===== src/inc/pmicio_defines.vh =====
// constants for the pmic i/o configuration and default select block
`ifndef PMICIO_DEFINES_VH
`define PMICIO_DEFINES_VH

// resistor band codes from the comparator
`define PMICIO_BAND_W       3
`define PMICIO_BAND_0K      3'h0
`define PMICIO_BAND_12K1    3'h1
`define PMICIO_BAND_20K     3'h2
`define PMICIO_BAND_31K6    3'h3
`define PMICIO_BAND_45K3    3'h4
`define PMICIO_BAND_64K9    3'h5
`define PMICIO_BAND_95K3    3'h6
`define PMICIO_BAND_150K    3'h7

// converter voltage field codes
`define PMICIO_VSEL_W       6
`define PMICIO_B3_CODE_12K1 6'h12
`define PMICIO_B3_CODE_20K  6'h18
`define PMICIO_B3_CODE_31K6 6'h1F
`define PMICIO_B3_CODE_45K3 6'h3D
`define PMICIO_B4_CODE_45K3 6'h01
`define PMICIO_B4_CODE_64K9 6'h07
`define PMICIO_B4_CODE_95K3 6'h0D
`define PMICIO_B4_CODE_150K 6'h14

// reset values
`define PMICIO_MEMRST_POR   1'h0
`define PMICIO_PIN_IDLE     1'h1
`define PMICIO_PULSE_IDLE   1'h0
`define PMICIO_VSEL_POR     6'h00

// pin driver levels
`define PMICIO_DRIVE_LOW    1'h0
`define PMICIO_DRIVE_ON     1'h1
`define PMICIO_DRIVE_OFF    1'h0
`define PMICIO_MODE_OUTPUT  1'h0

`endif


===== src/core/pmicio_top.v =====
// i/o pin configuration, memory-reset path and buck default selection
// Functional notes
// - pin a open-drain from user bit when mode 0
// - mode 1, power good high: pass input through
// - power good low: hold the level latched while power good was high
// - mode 0, buffer 0: open-drain memory-reset output
// - mode 0, buffer 1: push-pull memory-reset output
// - mode 1: output ignores user bit, buffer selectable
// - output buffer type is nonvolatile setting
// - reset enable 0: pin c open-drain output
// - reset enable 1: pin c is reset input
// - band selects buck three power-up code
// - band selects buck four power-up code
// - other bands keep programmed default code
// - falling pin c restores bucks one, two
`default_nettype none
`include "pmicio_defines.vh"

module pmicio_top
(
  input  wire       clk,
  input  wire       rst_n,
  input  wire       mem_reset_mode_select,
  input  wire       out_buffer_type,
  input  wire       converter_reset_enable,
  input  wire       pin_a_user_bit,
  input  wire       pin_c_user_bit,
  input  wire       mem_reset_out_user_bit,
  input  wire       power_good_signal,
  input  wire       mem_reset_in_pin_i,
  input  wire       converter_reset_pin_i,
  input  wire       power_up_load,
  input  wire [2:0] resistor_band,
  input  wire [5:0] buck_three_prog_default,
  input  wire [5:0] buck_four_prog_default,
  output reg        mem_reset_in_pin_o,
  output reg        mem_reset_in_pin_oe,
  output reg        mem_reset_out_pin_o,
  output reg        mem_reset_out_pin_oe,
  output reg        converter_reset_pin_o,
  output reg        converter_reset_pin_oe,
  output reg        buck_one_two_restore,
  output reg  [5:0] buck_three_vsel,
  output reg  [5:0] buck_four_vsel
);

  // ----------------------------------------
  // timing overview
  // ----------------------------------------

  // every output leaves a flop, so each answer lands one edge after
  // the inputs that cause it are sampled
  // pin a and pin c pass two synchroniser flops first, so a pin a change
  // reaches the memory-reset output three edges later
  // a falling pin c shows as a restore pulse two edges after the
  // first flop samples it low
  // power good comes from inside the device and is used as it stands
  // reset drives the memory-reset output low and releases pins a and c
  // the buck codes read zero until the first power-up load
  // pin c needs two quiet cycles between edges; a shorter glitch may
  // be filtered by the synchroniser or give a single pulse
  // pins a and c carry a constant low data bit; only the enable
  // moves, so such a pin never drives high by accident

  // ----------------------------------------
  // functions
  // ----------------------------------------

  // band decode for buck three; unnamed bands keep the programmed code
  function [5:0] pmicio_b3_code;
    input [2:0] band;
    input [5:0] dflt;
    begin
      case (band)
        `PMICIO_BAND_12K1: pmicio_b3_code = `PMICIO_B3_CODE_12K1;
        `PMICIO_BAND_20K:  pmicio_b3_code = `PMICIO_B3_CODE_20K;
        `PMICIO_BAND_31K6: pmicio_b3_code = `PMICIO_B3_CODE_31K6;
        `PMICIO_BAND_45K3: pmicio_b3_code = `PMICIO_B3_CODE_45K3;
        default:           pmicio_b3_code = dflt;
      endcase
    end
  endfunction

  // band decode for buck four; 150k band also covers tie to supply
  function [5:0] pmicio_b4_code;
    input [2:0] band;
    input [5:0] dflt;
    begin
      case (band)
        `PMICIO_BAND_45K3: pmicio_b4_code = `PMICIO_B4_CODE_45K3;
        `PMICIO_BAND_64K9: pmicio_b4_code = `PMICIO_B4_CODE_64K9;
        `PMICIO_BAND_95K3: pmicio_b4_code = `PMICIO_B4_CODE_95K3;
        `PMICIO_BAND_150K: pmicio_b4_code = `PMICIO_B4_CODE_150K;
        default:           pmicio_b4_code = dflt;
      endcase
    end
  endfunction

  // open-drain enable: drive low only for a 0 while the pin is an output
  function pmicio_od_enable;
    input released;
    input level;
    begin
      pmicio_od_enable = !released && !level;
    end
  endfunction

  // ----------------------------------------
  // input synchronisers
  // ----------------------------------------

  reg mem_in_meta;
  reg mem_in_sync;
  reg conv_meta;
  reg conv_sync;
  reg conv_sync_d;

  // pin a: two flops; only the second stage feeds the latch and output
  // idle level is high so the release of reset shows no false low
  always @(posedge clk)
  begin
    if (!rst_n)
    begin
      mem_in_meta <= `PMICIO_PIN_IDLE;
      mem_in_sync <= `PMICIO_PIN_IDLE;
    end
    else
    begin
      mem_in_meta <= mem_reset_in_pin_i;
      mem_in_sync <= mem_in_meta;
    end
  end

  // pin c: two flops plus one history flop for the falling-edge test
  // history resets to the idle level, so reset alone never fires a restore
  always @(posedge clk)
  begin
    if (!rst_n)
    begin
      conv_meta   <= `PMICIO_PIN_IDLE;
      conv_sync   <= `PMICIO_PIN_IDLE;
      conv_sync_d <= `PMICIO_PIN_IDLE;
    end
    else
    begin
      conv_meta   <= converter_reset_pin_i;
      conv_sync   <= conv_meta;
      conv_sync_d <= conv_sync;
    end
  end

  // ----------------------------------------
  // memory-reset latch
  // ----------------------------------------

  reg mem_latch;
  reg next_mem_level;

  // latch follows the synced pin while power good is high and freezes
  // as soon as it drops, so it keeps the level of the falling edge;
  // a capture one edge later would let a pin change slip through
  always @(posedge clk)
  begin
    if (!rst_n)
      mem_latch <= `PMICIO_MEMRST_POR;
    else if (power_good_signal)
      mem_latch <= mem_in_sync;
  end

  // level seen by the memory-reset output in pass-through mode
  // power good is internal and already in this clock domain
  always @*
  begin
    if (power_good_signal)
      next_mem_level = mem_in_sync;
    else
      next_mem_level = mem_latch;
  end

  // ----------------------------------------
  // pin drivers
  // ----------------------------------------

  reg next_out_level;
  reg next_out_enable;
  reg next_pin_a_enable;
  reg next_pin_c_enable;

  // user bit only counts in general-purpose mode
  always @*
  begin
    if (mem_reset_mode_select)
      next_out_level = next_mem_level;
    else
      next_out_level = mem_reset_out_user_bit;
  end

  // push-pull always drives; open-drain only pulls low and floats high
  always @*
  begin
    if (out_buffer_type)
      next_out_enable = `PMICIO_DRIVE_ON;    // push-pull
    else
      next_out_enable = pmicio_od_enable(`PMICIO_MODE_OUTPUT, next_out_level);
  end

  // pin a is an input in memory-reset mode, so the user bit is dropped
  always @*
  begin
    next_pin_a_enable = pmicio_od_enable(mem_reset_mode_select, pin_a_user_bit);
  end

  // pin c is a reset input when enabled; the user bit is dropped then
  always @*
  begin
    next_pin_c_enable = pmicio_od_enable(converter_reset_enable, pin_c_user_bit);
  end

  // pin a driver; the data bit stays low, the enable does the work
  always @(posedge clk)
  begin
    if (!rst_n)
    begin
      mem_reset_in_pin_o  <= `PMICIO_DRIVE_LOW;
      mem_reset_in_pin_oe <= `PMICIO_DRIVE_OFF;
    end
    else
    begin
      mem_reset_in_pin_o  <= `PMICIO_DRIVE_LOW;
      mem_reset_in_pin_oe <= next_pin_a_enable;
    end
  end

  // memory-reset output; reset drives it low so memory stays held
  always @(posedge clk)
  begin
    if (!rst_n)
    begin
      mem_reset_out_pin_o  <= `PMICIO_MEMRST_POR;
      mem_reset_out_pin_oe <= `PMICIO_DRIVE_ON;
    end
    else
    begin
      mem_reset_out_pin_o  <= next_out_level;
      mem_reset_out_pin_oe <= next_out_enable;
    end
  end

  // pin c driver; same open-drain scheme as pin a
  always @(posedge clk)
  begin
    if (!rst_n)
    begin
      converter_reset_pin_o  <= `PMICIO_DRIVE_LOW;
      converter_reset_pin_oe <= `PMICIO_DRIVE_OFF;
    end
    else
    begin
      converter_reset_pin_o  <= `PMICIO_DRIVE_LOW;
      converter_reset_pin_oe <= next_pin_c_enable;
    end
  end

  // ----------------------------------------
  // buck restore and power-up defaults
  // ----------------------------------------

  reg next_restore;

  // synced falling edge of pin c while it acts as a reset input;
  // edges seen with the enable low are dropped, not queued
  always @*
  begin
    next_restore = converter_reset_enable && conv_sync_d && !conv_sync;
  end

  // one-cycle pulse; only bucks one and two act on it, nothing else resets
  always @(posedge clk)
  begin
    if (!rst_n)
      buck_one_two_restore <= `PMICIO_PULSE_IDLE;
    else
      buck_one_two_restore <= next_restore;
  end

  // the band is read while the load strobe is high; holding the strobe
  // keeps reloading, so the comparator must settle before it rises
  always @(posedge clk)
  begin
    if (!rst_n)
    begin
      buck_three_vsel <= `PMICIO_VSEL_POR;
      buck_four_vsel  <= `PMICIO_VSEL_POR;
    end
    else if (power_up_load)
    begin
      buck_three_vsel <= pmicio_b3_code(resistor_band, buck_three_prog_default);
      buck_four_vsel  <= pmicio_b4_code(resistor_band, buck_four_prog_default);
    end
  end

endmodule

`default_nettype wire


===== config.mk =====
export PLATFORM = sky130hd
export DESIGN_NAME = pmicio_top
export DESIGN_NICKNAME = d
export VERILOG_FILES = /design/src/core/pmicio_top.v
export VERILOG_INCLUDE_DIRS = /design/src /design/src/inc
export SDC_FILE = /design/constraint.sdc
export NUM_CORES = 1
export LEC_CHECK = 0
export ABC_AREA = 1
export BUFFER_PORTS_ARGS = -buffer_cell sky130_fd_sc_hd__clkbuf_2
export CORE_ASPECT_RATIO = 1.25
export CORE_MARGIN = 10
export CORE_UTILIZATION = 39
export DETAILED_ROUTE_END_ITERATION = 16
export GPL_TIMING_DRIVEN = 1
export PLACE_DENSITY = 0.69
export RECOVER_POWER = 100
export SLEW_MARGIN = 10
export SYNTH_ARGS = -nofsm -noshare
export SYNTH_HDL_FRONTEND = slang
export SYNTH_SLANG_ARGS = --single-unit

===== constraint.sdc =====
create_clock -name clk -period 0.9 [get_ports clk]
set_input_delay 0.09 -clock clk [delete_from_list [all_inputs] [get_ports clk]]
set_output_delay 0.09 -clock clk [all_outputs]
set_load 0.01 [all_outputs]

-- Yosys cells after proc, flatten, opt, wreduce, memory -nomap -nowiden
Cells that the tools add are included.
- add/sub/neg operators: 0
- multiply operators: 0
- divide/modulo/power cells: 0
- $lt $le $gt $ge: 0
- eq/ne operators: 7
- shift-type cells: 0
- muxes and demuxes: 4
- bitwise operators: 1
- reduce and logical (&&, ||, !) cells: 11
- operator list (cell ; count):
    6-bit one-hot mux with 4 select lines ; 2
    3-bit == test, second input constant ; 4
    3-bit by 2-bit == test with 1-bit output, second input constant ; 2
    1-bit zero test ; 6
    1-bit logical AND ; 4
    3-bit by 1-bit == test with 1-bit output, second input constant ; 1
    1-bit two-way mux ; 2
    2-bit OR reduction ; 1
    1-bit inverter ; 1
- bits in registers: 23
- latch bits: 0
- bits in writable memories: 0
- bits in read-only memories: 0
- output and inout port bits: 19
- word-level logic and storage cells: 36
- memories: 0

-- Depth between registers and ports, before layout
- depth in word-level cells: 3
- mapped depth: 6
- depth with buffers taken out: 6

-- Worst setup path before layout
No wires, ideal clock.
- path type: register -> register
- from: register mem_in_sync
- to: register mem_reset_out_pin_oe
- data arrival time: 0.674 ns
- setup slack: 0.103 ns
- cell stages (with the launch flop): 6
- buffers on the path: 0
- cells stage by stage: dfxtp_1 > inv_1 > nand2_1 > o21ai_0 > o21ai_0 > nand2_1
- cells in the longest elaborated chain, start to end: 3
- ends and longest elaborated chain (what ; line ; RTL):
    from (decl) ; pmicio_top.v:113 ; reg mem_in_sync;
    from (signal assigned) ; pmicio_top.v:125 ; mem_in_sync <= `PMICIO_PIN_IDLE;
    from (signal assigned) ; pmicio_top.v:130 ; mem_in_sync <= mem_in_meta;
    1-bit two-way mux ; n/a ;
    1-bit two-way mux ; pmicio_top.v:192 ; if (mem_reset_mode_select)
    1-bit zero test ; pmicio_top.v:104 ; pmicio_od_enable = !released && !level;
    to (signal assigned) ; pmicio_top.v:240 ; mem_reset_out_pin_oe <= `PMICIO_DRIVE_ON;
    to (signal assigned) ; pmicio_top.v:245 ; mem_reset_out_pin_oe <= next_out_enable;
    to (decl) ; pmicio_top.v:39 ; output reg mem_reset_out_pin_oe,
Every way passes these cells.
A chain may end at the register's enable or synchronous reset.

-- Worst setup path after layout
- from: register buck_four_vsel[2]
- to: output port buck_four_vsel[2]
- RTL lines (what ; line ; RTL):
    from (decl) ; pmicio_top.v:44 ; output reg [5:0] buck_four_vsel
    from (signal assigned) ; pmicio_top.v:293 ; buck_four_vsel <= `PMICIO_VSEL_POR;
    from (signal assigned) ; pmicio_top.v:298 ; buck_four_vsel <= pmicio_b4_code(resistor_band, buck_four_prog_default);
No word-level cell between the ends.

==> summary.txt <==
Logic synthesis
  • Count leader, synth: dfxtp_1
  • Sequential share of the synthesized area: 52.0%
  • Synth Cell Area: 886 µm²
  • Synthesis Warnings: 0
  • Ys async rst share: 0%
  • Cells after Synth: 105
  • Netlist cell types: 23
  • Commonest cells in the netlist: dfxtp_1, a21oi_1, o21ai_0
  • Syn Area/Cell: 8.44 µm²
  • Top post-synthesis cells by area: dfxtp_1, a21oi_1, o21ai_0
  • Main flop type after synthesis: dfxtp_1
  • Seq cells post-synth: 23
  • Number of enable flip-flop cells after synthesis: 0
  • Yosys top cell by area: dfxtp_1
  • Yosys top cell area share: 52.0%

Detailed routing
  • Vias per cell: 4.74
  • Drt pass-1 iters: 4
  • Post-DRT Antenna Nets: 0
  • DRC errors left: 0
  • Post-DR wirelength/cell: 12.8 µm
  • Drt total wl: 2490 µm
  • Vias: 925
  • Detailed Route Iter0 Violations: 21

Clock network
  • H-Tree Depth: 1
  • Root Driver: clkbuf_4
  • Clock transition at path regs: 120 ps
  • Sink Count: 23
  • Clock Tree Buf Depth: 2
  • Clock buffer count from CTS: 3
  • Worst skew pair latency: 300 ps
  • TritonCTS clock tree: yes

Setup path
  • Critical path cell sequence: buf_2
  • Worst Path Max Fanout: 2
  • Worst EP required: 810 ps
  • Worst path top cell family by delay: flip-flops
  • Worst path slowest cell: dfxtp_2
  • CP max stage delay: 340 ps
  • CP Launch Type: register
  • CP Class: reg -> out
  • Crit path DAT: 760 ps
  • Crit end category: primary output
  • Worst path bufs/invs: 1

Global routing
  • Largest net degree at the start of global routing: 14
  • Total gr overflow: 0
  • First-pass GRT wire length: 4340 µm
  • Initial antenna violation count: 0
  • Vias in the first global route: 1007
  • Global router's overall resource usage: 11.1%

Placed design
  • RePlAce Congestion: 0.808
  • Port Buf Inserts: 43
  • DP Area: 1160 µm²
  • Post-DP HPWL: 1900 µm

Die
  • Area of the core: 2190 µm²
  • Initial Util: 40.5%
  • Rows: 19
  • Die area: 4590 µm²
  • Die Ht: 73.3 µm
  • Ports: 46
  • Die width: 62.6 µm

STA
  • Final min period: 854 ps
  • Max Slew Vio Count: 0
  • Max frequency: 1.17 GHz
  • Final setup viols: 0
  • Clk_skew: 2.83 ps
  • Fin. Hold Viols: 0
  • Final period utilization: 94.9%

Cells and area
  • Final #Nets: 192
  • Utilization after layout: 61.2%
  • Ant diodes: 0
  • Share of cells above drive strength 1: 50.0%
  • Area growth syn-to-layout: 51.1%
  • Design area: 1340 µm²

Power and ir drop
  • Leakage: 0.663 nW
  • Total power: 1.95 mW
  • Worst vdd ir: 867 µV
  • PD cells: 1450 nW/µm²

Job
  • Max-cap violations: 0

Run status
  • Status: complete, no violations

Hold path
  • Tightest Hold Check Type: in -> reg
## cells in the final DEF (no fill, tap or decap), drive strengths merged
| cell type | instances |
|---|---|
| a21oi | 16 |
| a31oi | 1 |
| buf | 16 |
| clkbuf | 36 |
| clkinv | 1 |
| conb | 2 |
| dfxtp | 23 |
| dlygate4sd3 | 9 |
| inv | 11 |
| nand2 | 11 |
| nand3 | 5 |
| nand4 | 4 |
| nor2 | 7 |
| nor3 | 2 |
| o21ai | 15 |
| or2 | 5 |
## metal layers
metal / GRT usage [%] / part of all wire [%]
met3: 4.86 / 9.2
met4: 2.99 / 0.28
met2: 19.1 / 49
met5: 0 / 0
met1: 12.3 / 41
## registers in the layout, summed over array words and instances (netlist names)
name and flops:
buck_four_vsel 6, buck_three_vsel 6, buck_one_two_restore 1, conv_meta 1, conv_sync 1, conv_sync_d 1, converter_reset_pin_oe 1, mem_in_meta 1
mem_in_sync 1, mem_latch 1, mem_reset_in_pin_oe 1, mem_reset_out_pin_o 1, mem_reset_out_pin_oe 1
## timing repair
| action | 4_1_cts | 5_1_grt |
|---|---|---|
| setup buffers | 0 | 1 |
| pin swaps | 0 | 2 |
| hold buffers | 9 | 0 |
| resized for setup | 1 | 30 |
| endpoints found under the hold margin | 8 | 0 |
| endpoints found under the setup margin | 1 | 15 |
## report_power, final
part	leakage [nW]	switching, mW	internal [mW]
clock	0.0177	0.279	0.165
sequential	0.194	0.0279	1.09
combinational	0.451	0.192	0.196
total	0.663	0.498	1.45
## cells by family after synthesis
group / after synthesis / synth area share (%)
AOI/OAI and AO/OA: 32 / 18.6
buffers and inverters: 15 / 7.63
DFF: 23 / 52.0
other: 1 / 0.423
and+or+nand+nor: 34 / 21.3
## path summary, 6_finish.rpt
check	start	endpoint	slack [ps]	cells past startpoint
max	buck_four_vsel[2]	buck_four_vsel[2]	50	1
min	buck_four_prog_default[5]	buck_four_vsel[5]	30	3
max reg2reg	mem_in_sync	mem_reset_out_pin_oe	100	5
min reg2reg	conv_sync_d	buck_one_two_restore	430	2
## area by class of cell
cell class,instances,area (µm²)
flip-flops and latches,23,475
repair buffers,58,388
inverters,11,43.8
multi-input cells,68,365
clock buffers,3,22.5
clock inverters,1,5.00
fillers,211,848
well taps,31,38.8
## worst min-delay path: cells and delay by family
kind            cells  cell delay, ps
buf+inv             1              90
simple gates        1              70
compound gates      1              60
## per-stage QoR
stage	setup TNS (ps)	hold WS [ps]	std cells	setup WS, ps
2_1_floorplan	0	167	106	103
3_3_place_gp	0	256	181	68.0
3_5_place_dp	0	259	181	32.7
4_1_cts	0	19.7	194	1.97
5_1_grt	-0.0735	29.1	195	-0.0735
6_report	0	30.7	195	45.6
Power figures use the tool's default switching activity.
